==> src/pcv_pkg.sv <==
package pcv_pkg;

	// ****************************************
	// register byte offsets
	// ****************************************
	localparam logic [7:0] OFS_CFG = 8'h00;
	localparam logic [7:0] OFS_VDO = 8'h04;
	localparam logic [7:0] OFS_HDR = 8'h08;
	localparam logic [7:0] OFS_CERT = 8'h0C;
	localparam logic [7:0] OFS_PROD = 8'h10;
	localparam logic [7:0] OFS_STAT = 8'h14;

	// ****************************************
	// cable object field positions and widths
	// ****************************************
	localparam int HW_LSB = 28;
	localparam int HW_W = 4;
	localparam int FW_LSB = 24;
	localparam int FW_W = 4;
	localparam int VER_LSB = 21;
	localparam int VER_W = 3;
	localparam int PLUG_LSB = 18;
	localparam int PLUG_W = 2;
	localparam int LAT_LSB = 13;
	localparam int LAT_W = 4;
	localparam int TERM_LSB = 11;
	localparam int TERM_W = 2;
	localparam int VMAX_LSB = 9;
	localparam int VMAX_W = 2;
	localparam int CUR_LSB = 5;
	localparam int CUR_W = 2;
	localparam int VTHRU_BIT = 4;
	localparam int SS_LSB = 0;
	localparam int SS_W = 3;

	// ****************************************
	// legal encodings
	// ****************************************
	localparam logic [2:0] VER_1_0 = 3'h0;
	localparam logic [1:0] PLUG_TYPEC = 2'h2;
	localparam logic [1:0] PLUG_CAPTIVE = 2'h3;
	localparam logic [3:0] LAT_MIN = 4'h1;
	localparam logic [3:0] LAT_MAX = 4'hA;
	localparam logic [1:0] TERM_NONE = 2'h0;
	localparam logic [1:0] TERM_VCONN = 2'h1;
	localparam logic [1:0] CUR_3A = 2'h1;
	localparam logic [1:0] CUR_5A = 2'h2;
	localparam logic [2:0] SS_MAX = 3'h3;

	// ****************************************
	// reset values and status bits
	// ****************************************
	// type-c plug, latency 0001b, 3 A, usb 2.0 only
	localparam logic [31:0] CFG_RST = 32'h0008_2020;
	// identity words: arbitrary neutral values
	localparam logic [31:0] HDR_RST = 32'h0000_0000;
	localparam logic [31:0] CERT_RST = 32'h0000_0000;
	localparam logic [31:0] PROD_RST = 32'h0000_0000;
	localparam int STAT_REJ = 0;
	localparam int STAT_BUSY = 1;
	localparam logic [1:0] ACK_LAST_IDX = 2'h3;
	localparam logic [1:0] HTRANS_NONSEQ = 2'h2;

endpackage

==> src/pcv_top.sv <==
// Contract
// - hardware revision in bits 31:28, firmware revision in bits 27:24.
// - object version reads 000b; codes 001b to 111b never emitted.
// - bits 20, 17, 8:7 and 3 are always zero.
// - plug type 10 for type-c, 11 for captive; 00, 01 never emitted.
// - latency 0001b to 1010b only; 0000b and 1011b up never emitted.
// - termination 00b or 01b only; identity-only markers report 00b.
// - voltage field 00b..11b selects 20, 30, 40, 50 V.
// - current 01b is 3 A, 10b is 5 A; 00b, 11b never emitted.
// - superspeed 000b..011b only; 100b to 111b never emitted.
// - answer carries header, certification, product, then cable object.
module pcv_top
	import pcv_pkg::*;
(
	// clock and reset
	input wire logic hclk,
	input wire logic hresetn,
	// ahb-lite slave request
	input wire logic hsel,
	input wire logic [31:0] haddr,
	input wire logic [1:0] htrans,
	input wire logic hwrite,
	input wire logic [2:0] hsize,
	input wire logic [31:0] hwdata,
	input wire logic hready,
	// ahb-lite slave answer
	output logic [31:0] hrdata,
	output logic hreadyout,
	output logic hresp,
	// identity answer request
	input wire logic ack_req,
	// identity answer word stream
	output logic ack_valid,
	output logic [31:0] ack_word,
	output logic ack_last,
	// current cable object
	output logic [31:0] cable_vdo
);

	// ****************************************
	// declarations
	// ****************************************
	// register map, byte offsets decoded from haddr[7:0]:
	//   cfg   settings in the cable object layout, read and write
	//   vdo   packed cable object, read only
	//   hdr, cert, prod   identity words sent ahead of the object
	//   stat  bit 0 refusal, write one to clear; bit 1 answer busy
	// other offsets read zero and ignore writes
	typedef enum logic [0:0] {
		PCV_IDLE = 1'b0,
		PCV_SEND = 1'b1
	} pcv_state_t;

	pcv_state_t state_r;
	pcv_state_t state_nxt;
	logic [1:0] idx_r;
	logic [1:0] idx_nxt;
	logic [31:0] cfg_r;
	logic [31:0] hdr_r;
	logic [31:0] cert_r;
	logic [31:0] prod_r;
	logic [31:0] vdo_r;
	logic rej_r;
	logic rej_nxt;
	logic dp_wr_r;
	logic dp_rd_r;
	logic [7:0] dp_addr_r;
	logic [31:0] hrdata_r;
	logic hreadyout_r;
	logic ack_valid_r;
	logic ack_last_r;
	logic [31:0] ack_word_r;
	logic ap_take;
	logic [31:0] vdo_pack;
	logic [31:0] wr_pack;
	logic wr_legal;
	logic cfg_wr;
	logic stat_wr;
	logic [31:0] rd_mux;
	logic [31:0] word_sel;
	logic hresp_r;

	// ****************************************
	// object packing
	// ****************************************
	// two packers: one shows the stored object, the other judges a write
	// in its data phase so an illegal word never touches the settings;
	// the cost is a second copy of the small field logic
	// packing of the stored settings
	pcv_vdo_pack u_pack_cfg (
		.cfg(cfg_r),
		.vdo(vdo_pack),
		.legal()
	);

	// legality of an incoming settings write
	pcv_vdo_pack u_pack_wr (
		.cfg(hwdata),
		.vdo(wr_pack),
		.legal(wr_legal)
	);

	// registered one edge behind the settings, so cable_vdo never
	// shows a half-built word while the packer settles
	// object follows stored settings
	always_ff @(posedge hclk or negedge hresetn) begin
		if (!hresetn) begin
			vdo_r <= CFG_RST;
		end else begin
			vdo_r <= vdo_pack;
		end
	end

	// ****************************************
	// bus address phase
	// ****************************************
	// hsize is not decoded: every register is one whole aligned word,
	// so narrow writes are not supported
	// only nonseq/seq transfers are taken; idle and busy ignored
	assign ap_take = hsel && hready && htrans[1];

	// address phase capture
	always_ff @(posedge hclk or negedge hresetn) begin
		if (!hresetn) begin
			dp_wr_r <= 1'b0;
			dp_rd_r <= 1'b0;
			dp_addr_r <= OFS_CFG;
		end else begin
			dp_wr_r <= ap_take && hwrite;
			dp_rd_r <= ap_take && !hwrite;
			if (ap_take) begin
				dp_addr_r <= haddr[7:0];
			end
		end
	end

	// ****************************************
	// register writes
	// ****************************************
	assign cfg_wr = dp_wr_r && (dp_addr_r == OFS_CFG);
	assign stat_wr = dp_wr_r && (dp_addr_r == OFS_STAT);

	// settings change only on a legal write
	always_ff @(posedge hclk or negedge hresetn) begin
		if (!hresetn) begin
			cfg_r <= CFG_RST;
		end else if (cfg_wr && wr_legal) begin
			// store the packed form so reserved bits read zero
			cfg_r <= wr_pack;
		end
	end

	// identity words written whole
	always_ff @(posedge hclk or negedge hresetn) begin
		if (!hresetn) begin
			hdr_r <= HDR_RST;
			cert_r <= CERT_RST;
			prod_r <= PROD_RST;
		end else if (dp_wr_r) begin
			if (dp_addr_r == OFS_HDR)
				hdr_r <= hwdata;
			if (dp_addr_r == OFS_CERT)
				cert_r <= hwdata;
			if (dp_addr_r == OFS_PROD)
				prod_r <= hwdata;
		end
	end

	// a settings write and a clear cannot share a cycle on one bus, but
	// the set is given priority so a refusal is never lost
	// sticky refusal flag, write one to clear, set wins
	always_comb begin
		rej_nxt = rej_r;
		if (stat_wr && hwdata[STAT_REJ])
			rej_nxt = 1'b0;
		if (cfg_wr && !wr_legal)
			rej_nxt = 1'b1;
	end

	always_ff @(posedge hclk or negedge hresetn) begin
		if (!hresetn) begin
			rej_r <= 1'b0;
		end else begin
			rej_r <= rej_nxt;
		end
	end

	// ****************************************
	// register reads
	// ****************************************
	// unmapped offsets read zero
	always_comb begin
		rd_mux = 32'h0000_0000;
		unique case (dp_addr_r)
			OFS_CFG: rd_mux = cfg_r;
			OFS_VDO: rd_mux = vdo_r;
			OFS_HDR: rd_mux = hdr_r;
			OFS_CERT: rd_mux = cert_r;
			OFS_PROD: rd_mux = prod_r;
			OFS_STAT: begin
				rd_mux[STAT_REJ] = rej_r;
				rd_mux[STAT_BUSY] = (state_r == PCV_SEND) || ack_valid_r;
			end
			default: rd_mux = 32'h0000_0000;
		endcase
	end

	// one wait state on reads, so a read right behind a
	// write sees the written value
	always_ff @(posedge hclk or negedge hresetn) begin
		if (!hresetn) begin
			hreadyout_r <= 1'b1;
			hrdata_r <= 32'h0000_0000;
		end else if (ap_take && !hwrite) begin
			hreadyout_r <= 1'b0;
		end else if (dp_rd_r && !hreadyout_r) begin
			hreadyout_r <= 1'b1;
			hrdata_r <= rd_mux;
		end
	end

	// ****************************************
	// identity answer sequencer
	// ****************************************
	// answer timing: request seen at an idle edge, first word one edge
	// later, four words on consecutive cycles; a request while busy is
	// dropped silently, the far port simply asks again
	// words are read live at each step, so a write to an identity word
	// during an answer shows up in the words not yet sent
	// header, certification, product, cable object
	always_comb begin
		unique case (idx_r)
			2'h0: word_sel = hdr_r;
			2'h1: word_sel = cert_r;
			2'h2: word_sel = prod_r;
			2'h3: word_sel = vdo_r;
		endcase
	end

	// next state; a request while sending is ignored
	always_comb begin
		state_nxt = state_r;
		idx_nxt = idx_r;
		unique case (state_r)
			PCV_IDLE: begin
				idx_nxt = 2'h0;
				if (ack_req)
					state_nxt = PCV_SEND;
			end
			PCV_SEND: begin
				idx_nxt = idx_r + 2'h1;
				if (idx_r == ACK_LAST_IDX)
					state_nxt = PCV_IDLE;
			end
		endcase
	end

	always_ff @(posedge hclk or negedge hresetn) begin
		if (!hresetn) begin
			state_r <= PCV_IDLE;
			idx_r <= 2'h0;
		end else begin
			state_r <= state_nxt;
			idx_r <= idx_nxt;
		end
	end

	// one word per cycle, last on the cable object
	always_ff @(posedge hclk or negedge hresetn) begin
		if (!hresetn) begin
			ack_valid_r <= 1'b0;
			ack_last_r <= 1'b0;
			ack_word_r <= 32'h0000_0000;
		end else begin
			ack_valid_r <= (state_r == PCV_SEND);
			ack_last_r <= (state_r == PCV_SEND) && (idx_r == ACK_LAST_IDX);
			if (state_r == PCV_SEND)
				ack_word_r <= word_sel;
		end
	end

	// ****************************************
	// outputs
	// ****************************************
	// okay is the only response; kept in a flop like every other output
	always_ff @(posedge hclk or negedge hresetn) begin
		if (!hresetn) begin
			hresp_r <= 1'b0;
		end else begin
			hresp_r <= 1'b0;
		end
	end

	assign hrdata = hrdata_r;
	assign hreadyout = hreadyout_r;
	assign hresp = hresp_r;
	assign ack_valid = ack_valid_r;
	assign ack_word = ack_word_r;
	assign ack_last = ack_last_r;
	assign cable_vdo = vdo_r;

endmodule

==> src/pcv_vdo_pack.sv <==
module pcv_vdo_pack
	import pcv_pkg::*;
(
	// stored configuration or an incoming settings write
	input wire logic [31:0] cfg,
	// packed object and legality
	output logic [31:0] vdo,
	output logic legal
);

	// ****************************************
	// field packing
	// ****************************************
	// reserved bits stay at the zero default
	always_comb begin
		vdo = 32'h0000_0000;
		vdo[HW_LSB +: HW_W] = cfg[HW_LSB +: HW_W];
		vdo[FW_LSB +: FW_W] = cfg[FW_LSB +: FW_W];
		vdo[VER_LSB +: VER_W] = VER_1_0;
		vdo[PLUG_LSB +: PLUG_W] = cfg[PLUG_LSB +: PLUG_W];
		vdo[LAT_LSB +: LAT_W] = cfg[LAT_LSB +: LAT_W];
		vdo[TERM_LSB +: TERM_W] = cfg[TERM_LSB +: TERM_W];
		vdo[VMAX_LSB +: VMAX_W] = cfg[VMAX_LSB +: VMAX_W];
		vdo[CUR_LSB +: CUR_W] = cfg[CUR_LSB +: CUR_W];
		vdo[VTHRU_BIT] = cfg[VTHRU_BIT];
		vdo[SS_LSB +: SS_W] = cfg[SS_LSB +: SS_W];
		// bits 20, 17, 8:7, 3 never set above
	end

	// ****************************************
	// encoding check
	// ****************************************
	// reserved codes refused
	always_comb begin
		legal = 1'b1;
		if (!(cfg[PLUG_LSB +: PLUG_W] inside {PLUG_TYPEC, PLUG_CAPTIVE}))
			legal = 1'b0;
		if (cfg[LAT_LSB +: LAT_W] < LAT_MIN || cfg[LAT_LSB +: LAT_W] > LAT_MAX)
			legal = 1'b0;
		if (!(cfg[TERM_LSB +: TERM_W] inside {TERM_NONE, TERM_VCONN}))
			legal = 1'b0;
		if (!(cfg[CUR_LSB +: CUR_W] inside {CUR_3A, CUR_5A}))
			legal = 1'b0;
		if (cfg[SS_LSB +: SS_W] > SS_MAX)
			legal = 1'b0;
	end

endmodule

==> config.mk <==
export PLATFORM = sky130hd
export DESIGN_NAME = pcv_top
export DESIGN_NICKNAME = d
export VERILOG_FILES = /design/src/pcv_pkg.sv /design/src/pcv_top.sv /design/src/pcv_vdo_pack.sv
export SDC_FILE = /design/constraint.sdc
export NUM_CORES = 1
export LEC_CHECK = 0
export BUFFER_PORTS_ARGS = -buffer_cell sky130_fd_sc_hd__buf_2
export CORE_MARGIN = 3
export CORE_UTILIZATION = 35
export CTS_CLUSTER_SIZE = 24
export DETAILED_ROUTE_END_ITERATION = 10
export SLEW_MARGIN = 0
export SYNTH_ARGS = -nofsm -noshare
export SYNTH_HDL_FRONTEND = slang
export SYNTH_SLANG_ARGS = --single-unit
==> constraint.sdc <==
create_clock -name hclk -period 6.2 [get_ports hclk]
set_input_delay 1.86 -clock hclk [delete_from_list [all_inputs] [get_ports hclk]]
set_output_delay 1.86 -clock hclk [all_outputs]
set_load 0.03 [all_outputs]
# Word level (Yosys, flattened, before mapping)
# Cells that the tools add are included.
[classes] n_reduce_logical=28 mux=16 n_lt_le_gt_ge=3 eq_ne=13 n_mul=0 n_addsub=1 bitwise=2 n_div=0 n_shift=0
[op_table] cell="30-bit case mux with 5 select lines" n=1
[op_table] cell="32-bit case mux with 4 select lines" n=1
[op_table] cell="8-bit by 4-bit == test with 1-bit output, second input constant" n=2
[op_table] cell="8-bit by 5-bit == test with 1-bit output, second input constant" n=2
[op_table] cell="2-bit case mux with 6 select lines" n=1
[op_table] cell="1-bit logical AND" n=11
[op_table] cell="1-bit two-way mux" n=11
[op_table] cell="2-bit == test, second input constant" n=5
[op_table] cell="2-bit nonzero test" n=5
[op_table] cell="8-bit by 3-bit == test with 1-bit output, second input constant" n=1
[op_table] cell="8-bit zero test" n=1
[op_table] cell="2-bit AND reduction" n=4
[op_table] cell="2-bit by 1-bit == test with 1-bit output, second input constant" n=3
[op_table] cell="4-bit > comparator, second input constant" n=1
[op_table] cell="2-bit zero test" n=2
[op_table] cell="4-bit by 1-bit < comparator with 1-bit output, second input constant" n=1
[op_table] cell="2-bit case mux with 2 select lines" n=1
[op_table] cell="3-bit by 2-bit > comparator with 1-bit output, second input constant" n=1
[op_table] cell="1-bit zero test" n=3
[op_table] cell="2-bit by 1-bit adder with 2-bit output, second input constant" n=1
[op_table] cell="1-bit logical OR" n=2
[op_table] cell="1-bit inverter" n=2
[op_table] cell="1-bit case mux with 2 select lines" n=1
[word_totals] output_inout_bits=100 elab_cells=79 ram_bits=0 regBits=225 latch_bits=0 rom_bits=0 mem_count=0 in_bits=75

# Longest topological paths before layout
# Gate-level depths: netlist (run 1).
[logic_depth] depth_word=10 mapped_depth=7 depth_no_buf=5

# Cells and area by module
# From an unflattened synthesis (run 1), not the netlist that was laid out.
[hier_totals] hier_cells=879 area_unflattened_um2=11239.5
[modules_own_cells] module="pcv_top" area_each_um2=10669.0 instances=1 seq_area_each_um2=6039.5 cells_each=803
[modules_own_cells] module="pcv_vdo_pack" area_each_um2=285.3 instances=2 seq_area_each_um2=0.0 cells_each=38

# Worst setup path after synthesis (run 1)
# OpenSTA, ideal clock, no wires.
[synth_timing] path_type="input to register" from="input hwdata[2]" to="register cfg_r[10]" stages=6 path_buffers=2 path_slack_ps=2636 t_arrival_ps=3439 setup_ps=125 required_time_ps=6075 path_cell_list="or3b_1 a2111oi_0 nor2b_4 buf_6 buf_12 mux2_4"
[synth_between] elab_chain_len=3
[synth_rtl] item="start: declaration" line="pcv_top.sv:24" text="input wire logic [31:0] hwdata,"
[synth_rtl] item="3-bit by 2-bit > comparator with 1-bit output" line="pcv_vdo_pack.sv:44" text="if (cfg[SS_LSB +: SS_W] > SS_MAX)"
[synth_rtl] item="1-bit two-way mux" line="pcv_vdo_pack.sv:44"
[synth_rtl] item="1-bit logical AND" line="pcv_top.sv:147" text="end else if (cfg_wr && wr_legal) begin"
[synth_rtl] item="end signal: assignment" line="pcv_top.sv:149" text="cfg_r <= wr_pack;"
[synth_rtl] item="end: declaration" line="pcv_top.sv:58" text="logic [31:0] cfg_r;"
# No other way between the ends.
# A chain may end at the register's enable or synchronous reset.

# Final worst setup path (run 1)
[layout_timing] from="input hwdata[19]" to="register cfg_r[31]"
[layout_between] elab_chain_len=8 elab_cells_between_ends=9 classes_between="2 x eq/ne; 5 x mux; 2 x reduce/logical"
[layout_rtl] item="2-bit == test" line="pcv_vdo_pack.sv:36" text="if (!(cfg[PLUG_LSB +: PLUG_W] inside {PLUG_TYPEC, PLUG_CAPTIVE}))"
[layout_rtl] item="2-bit nonzero test *" line="pcv_vdo_pack.sv:36"
[layout_rtl] item="1-bit two-way mux *" line="pcv_vdo_pack.sv:36"
[layout_rtl] item="1-bit two-way mux *" line="pcv_vdo_pack.sv:38" text="if (cfg[LAT_LSB +: LAT_W] < LAT_MIN || cfg[LAT_LSB +: LAT_W] > LAT_MAX)"
[layout_rtl] item="1-bit two-way mux *" line="pcv_vdo_pack.sv:40" text="if (!(cfg[TERM_LSB +: TERM_W] inside {TERM_NONE, TERM_VCONN}))"
[layout_rtl] item="1-bit two-way mux *" line="pcv_vdo_pack.sv:42" text="if (!(cfg[CUR_LSB +: CUR_W] inside {CUR_3A, CUR_5A}))"
[layout_rtl] item="1-bit two-way mux *" line="pcv_vdo_pack.sv:44"
[layout_rtl] item="1-bit logical AND *" line="pcv_top.sv:147"
# Every way passes the cells marked *; elsewhere a longest branch is shown, timed or not.

==> results of run 1 <==
==> cells in the final DEF (no fill, tap or decap), drive strengths merged <==
| cell type | instances |
|---|---|
| a22oi | 23 |
| nor2b | 6 |
| or2 | 2 |
| buf | 149 |
| nor4 | 2 |
| o2bb2ai | 15 |
| a21o | 1 |
| clkbuf | 41 |
| o2111ai | 1 |
| nand2b | 1 |
| a21oi | 23 |
| nor3 | 9 |
| ha | 4 |
| nand2 | 41 |
| a31oi | 1 |
| a221o | 8 |
| clkinv | 4 |
| and3 | 3 |
| mux4 | 2 |
| mux2i | 23 |
| or3b | 1 |
| dfrtp | 218 |
| and4b | 1 |
| a22o | 8 |
| conb | 9 |
| or4 | 2 |
| mux2 | 180 |
| or3 | 2 |
| a222oi | 24 |
| a2111oi | 1 |
| nand3 | 6 |
| a221oi | 8 |
| xnor2 | 1 |
| inv | 5 |
| nor2 | 31 |
| dfstp | 7 |
| and2 | 2 |
| o21ai | 32 |
==> flip-flops by register name (all words and copies together), names as in the netlist, 2 cells and up <==
signal,flops
ack_word,32
cable_vdo,24
cert_r,32
cfg_r,24
dp_addr_r,8
hdr_r,32
hrdata,32
idx_r,2
prod_r,32
==> power by group <==
| group | internal (uW) | switching, uW |
|---|---|---|
| logic | 552 | 949 |
| registers | 1720 | 206 |
| clock network | 852 | 580 |
==> final cells by class <==
cell class,count,area [um2],area share
clock inverters,4,20.0,0.00169
flip-flops and latches,225,5640,0.477
multi-input cells,473,4090,0.346
inverters,5,18.8,0.00159
well taps,378,473,0.0400
repair buffers,149,798,0.0675
clock buffers,41,778,0.0658
==> cells by family (layout without fill, tap and decap cells) <==
logic type / after synthesis / after routing / synth area share
flops: 225 / 225 / 0.561
mux: 205 / 205 / 0.236
compound gates: 145 / 145 / 0.107
simple gates: 109 / 109 / 0.0533
buf+inv: 71 / 199 / 0.0375
fa+ha+maj: 4 / 4 / 0.00498
other cells: 1 / 9 / 0.000373
xor+xnor: 1 / 1 / 0.000871
==> critical path: stages <==
cell       delay, ps
buf_2            160
or3b_1           370
a2111oi_0        680
nor2b_4          740
buf_4            350
mux2_2           350
==> metrics by stage <==
step / util / worst slack (ps) / instance area (um2) / power (uW)
after CTS: 0.422 / 1960 / 11800 / 4920
after global placement: 0.394 / 1470 / 11000 / 3450
after detailed placement: 0.394 / 1410 / 11000 / 3470
after global routing: 0.422 / 1850 / 11800 / 5120
final: 0.422 / 2080 / 11800 / 4860
after floorplan: - / 2640 / 10100 / 2940
==> metal layers <==
layer	vias to the layer above	share of wire
li1	3054	-
met1	3416	0.44
met5	-	0.00085
met2	203	0.48
met4	4	0.020
met3	38	0.057
==> worst paths after layout <==
kind | to | depth (start not counted)
setup / recovery | cfg_r[31]$_DFFE_PN0P_ | 6
hold / removal | cable_vdo[19]$_DFF_PN1_ | 0
setup reg to reg | prod_r[15]$_DFFE_PN0P_ | 5
hold reg to reg | cable_vdo[19]$_DFF_PN1_ | 0
max in group asynchronous | cfg_r[19]$_DFFE_PN1P_ | 2
min in group asynchronous | ack_word[4]$_DFFE_PN0P_ | 1
==> impl_metrics.tcl, run 1 <==
set metrics [dict create \
    drt_wl_total_um 27100 \
    critical_path_peak_fanout 15 \
    route.antenna.remaining_nets 0 \
    dp_cells 1230 \
    area.growth.synth_to_final_pct 17.6 \
    cp_data_arrival_time_ps 4530 \
    finalSetupTns_ps 0 \
    synth_area_leaders "dfrtp_1, mux2_2, mux2_1" \
    final_cells 1275 \
    total_via_count_in_the_routed_design 6715 \
    port_buffers 137 \
    report.final.setup_viol 0 \
    rsz0062_at_grt "no" \
    drt_pass1_iterations 6 \
    remaining_drc_errors 0 \
    finalHoldViolations 0 \
    global_route_met1_utilization 0.235 \
    synth_cell_type_count 50 \
    die_w_um 175 \
    hold_slack_ps 378 \
    synth_ff_type "dfrtp_1" \
    die_h_um 175 \
    initial_utilization 0.359 \
    grt.overflow.total 0 \
    timing_worst_slew_pin_value_ps 1120 \
    finalCriticalPeriod_ps 4120 \
    cts_inserted_buffers 26 \
    fillCellCount 2667 \
    num_antenna_cells 0 \
    sequential_cell_area_fraction_in_the_yosys_report 0.561 \
    globalRouteMet2Util 0.296 \
    max-vdd-ir-drop_v 0.000281 \
    syn_area_per_cell_um2 13.2 \
    cts_max_level 1 \
    detailedRoute.firstIterationViolations 562 \
    wl_per_cell_um 21.3 \
    drv_cap 0 \
    worst_setup_ep_type "flip-flop" \
    cts.reportedPaths.clkPinSlew_ps 60 \
    ys_warn_count 0 \
    cts-root-to-sink-buffers 3 \
    largest_net_degree_at_the_start_of_global_routing 132 \
    placeableCoreArea_um2 28000 \
    cts_tree "built" \
    required_ps 6600 \
    rr_startpoint "dp_addr_r[4]$_DFFE_PN0P_" \
    met3_usage 0.0305 \
    fin_worst_skew_ps 14.1 \
    design.final.nets 959 \
    hpwl_um 16500 \
    synth_edf_count 0 \
    drive_gt1_frac 0.392 \
    grt_pass1_wl_um 42000 \
    asr_flop_ratio_synth 1.00 \
    outcome "finished clean" \
    antenna_found_initial 2 \
    synth_area_um2 10100 \
    power.leakage_uw 0.00528 \
    numClockSinks 225 \
    root_buffer "clkbuf_16" \
    die_area_um2 30800 \
    timing.critical_path.from_type "input pin" \
    floorplan.io_pins 175 \
    number_of_global_route_vias_before_repair 7054 \
    cts-hold-fix-buffers 0 \
    period_share 0.665 \
    slew_violations 0 \
    cts_resized 0 \
    worstSetupStartpoint "hwdata[19]" \
    grt_use_total 0.175 \
    cell_area_power_density_nw_per_um2 411 \
    cts_post_setup_buffers_inserted 0 \
    worstHoldStart "cfg_r[19]$_DFFE_PN1P_" \
    netlist_top_cells_count "dfrtp_1, mux2_2, nand2_1" \
    gpl.final_weighted_congestion 0.738 \
    gr-max-usage-layer "met2" \
    yosysTopAreaCell "dfrtp_1" \
    r2r_slack_ps 2970 \
    rows 61 \
    route.detailed.vias_per_inst 5.27 \
    ys_seq_elements 225 \
    critPathKind "in2reg" \
    hold_class "reg2reg" \
    syn_inst 761 \
    max_freq_mhz 242 \
    synth_top_area_share 0.543 \
    max_slew_margin_vs_limit 0.249 \
    clkLatencyLatePin_ps 520 \
    most_common_cell_in_the_synthesized_netlist "dfrtp_1" \
]
(Power assumes the default switching activity.)
==> run 2, diff against run 1 <==
clock period = 4.3 ns   (was 6.2 ns; I/O delays follow)
==> impl_metrics.tcl, run 2 (same netlist as run 1, synthesis figures left out) <==
set metrics [dict create \
    cell_area_power_density_nw_per_um2 589 \
    dp_slack_ps 996 \
    area.growth.synth_to_final_pct 17.8 \
    drive_gt1_frac 0.393 \
    required_ps 4690 \
    finalSetupTns_ps 0 \
    cts-root-to-sink-buffers 3 \
    setup_slack_ps 1100 \
    finalCriticalPeriod_ps 3200 \
    drv_cap 0 \
    wl_per_cell_um 21.2 \
    numClockSinks 225 \
    largest_net_degree_at_the_start_of_global_routing 89 \
    critPathKind "reg2reg" \
    slowest_cell_on_the_critical_path "nor2b_1" \
    final_core_util 0.423 \
    num_antenna_cells 0 \
    fin_worst_skew_ps 14.1 \
    cts_inserted_buffers 25 \
    grt_pass1_wl_um 41800 \
    route.detailed.vias_per_inst 5.31 \
    report.power.total_uw 6970 \
    slew_violations 0 \
    critical_path_peak_fanout 17 \
    fillCellCount 2681 \
    grt_use_total 0.173 \
    finalHoldViolations 0 \
    max_freq_mhz 313 \
    clkLatencyLatePin_ps 510 \
    timing.critical_path.from_type "flip-flop" \
    die_w_um 175 \
    seqCellArea_um2 5640 \
    cts_max_level 1 \
    worst_setup_ep_type "flip-flop" \
    total_via_count_in_the_routed_design 6793 \
    cp_data_arrival_time_ps 3580 \
    hpwl_um 16600 \
    period_share 0.743 \
    hold_class "reg2reg" \
    detailedRoute.firstIterationViolations 619 \
    max-vdd-ir-drop_v 0.000334 \
    die_h_um 175 \
    cts_tree "built" \
    initial_utilization 0.359 \
    rsz0062_at_grt "no" \
    mostFrequentLayoutCell "dfrtp_1" \
    report.final.setup_viol 0 \
    root_buffer "clkbuf_16" \
    cts_post_setup_buffers_inserted 0 \
    multi_input_comb_area_um2 4090 \
    cts_resized 0 \
    cts.reportedPaths.clkPinSlew_ps 60 \
    drt_pass1_iterations 6 \
    gpl.final_weighted_congestion 0.738 \
    max_slew_margin_vs_limit 0.259 \
    grt.overflow.total 0 \
    number_of_global_route_vias_before_repair 6934 \
    rows 61 \
    die_area_um2 30800 \
    mostFrequentLayoutCells "dfrtp_1, buf_2, mux2_2" \
    port_buffers 137 \
    timing_worst_slew_pin_value_ps 1110 \
    path_cells "nor2b_1, nand3_2, buf_4, mux2_1" \
    drt_wl_total_um 27100 \
    floorplan.io_pins 175 \
    design.final.nets 962 \
    remaining_drc_errors 0 \
    placeableCoreArea_um2 28000 \
    cts-hold-fix-buffers 0 \
    route.antenna.remaining_nets 0 \
    outcome "finished clean" \
    antenna_found_initial 2 \
    power.leakage_uw 0.00528 \
    crit_path_max_incr_delay_ps 920 \
]
run 2: through the flow:
step / area, um2 / hold slack (ps) / cells
2_1_floorplan: 10100 / 352 / 769
3_3_place_gp: 11100 / 364 / 1234
3_5_place_dp: 11100 / 366 / 1234
4_1_cts: 11800 / 368 / 1279
5_1_grt: 11800 / 372 / 1279
6_report: 11800 / 367 / 1279
run 2: cell type report:
cell class | count | area share
Tap cell | 378 | 0.0399
Clock inverter | 6 | 0.00507
Timing Repair Buffer | 153 | 0.0720
Inverter | 5 | 0.00158
Multi-Input combinational cell | 473 | 0.345
Clock buffer | 39 | 0.0598
Sequential cell | 225 | 0.476
run 2: path summary, 6_finish.rpt:
check,start,endpoint,slack (ps),cells after the start
worst min-delay path,cfg_r[19]$_DFFE_PN1P_,cable_vdo[19]$_DFF_PN1_,370,0
worst max-delay path,dp_addr_r[2]$_DFFE_PN0P_,prod_r[22]$_DFFE_PN0P_,1100,4
max in group asynchronous,hresetn,cfg_r[19]$_DFFE_PN1P_,2580,2
min in group asynchronous,hresetn,hdr_r[4]$_DFFE_PN0P_,780,1
worst min register to register,cfg_r[19]$_DFFE_PN1P_,cable_vdo[19]$_DFF_PN1_,370,0
worst max register to register,dp_addr_r[2]$_DFFE_PN0P_,prod_r[22]$_DFFE_PN0P_,1100,4
run 2: per-layer routing:
layer,up-vias,global-route usage,part of all wire,routed length (um)
li1,3062,-,-,-
met1,3492,0.235,0.44,11800
met2,198,0.292,0.48,13000
met3,37,0.0339,0.062,1680
met4,4,0.0327,0.018,482
met5,-,0,0.0010,27
run 2: worst max-delay path: cells and delay by family, from the launching register on:
family,cells,cell delay (ps)
flip-flops,1,570
buffers and inverters,1,480
AND/OR/NAND/NOR,2,1660
multiplexers,1,350
run 2: power breakdown:
group	internal (uW)	leakage, uW	total [uW]	switching [uW]
clock network	1190	0.000369	2030	839
logic	807	0.00217	2180	1370
registers	2470	0.00274	2770	295
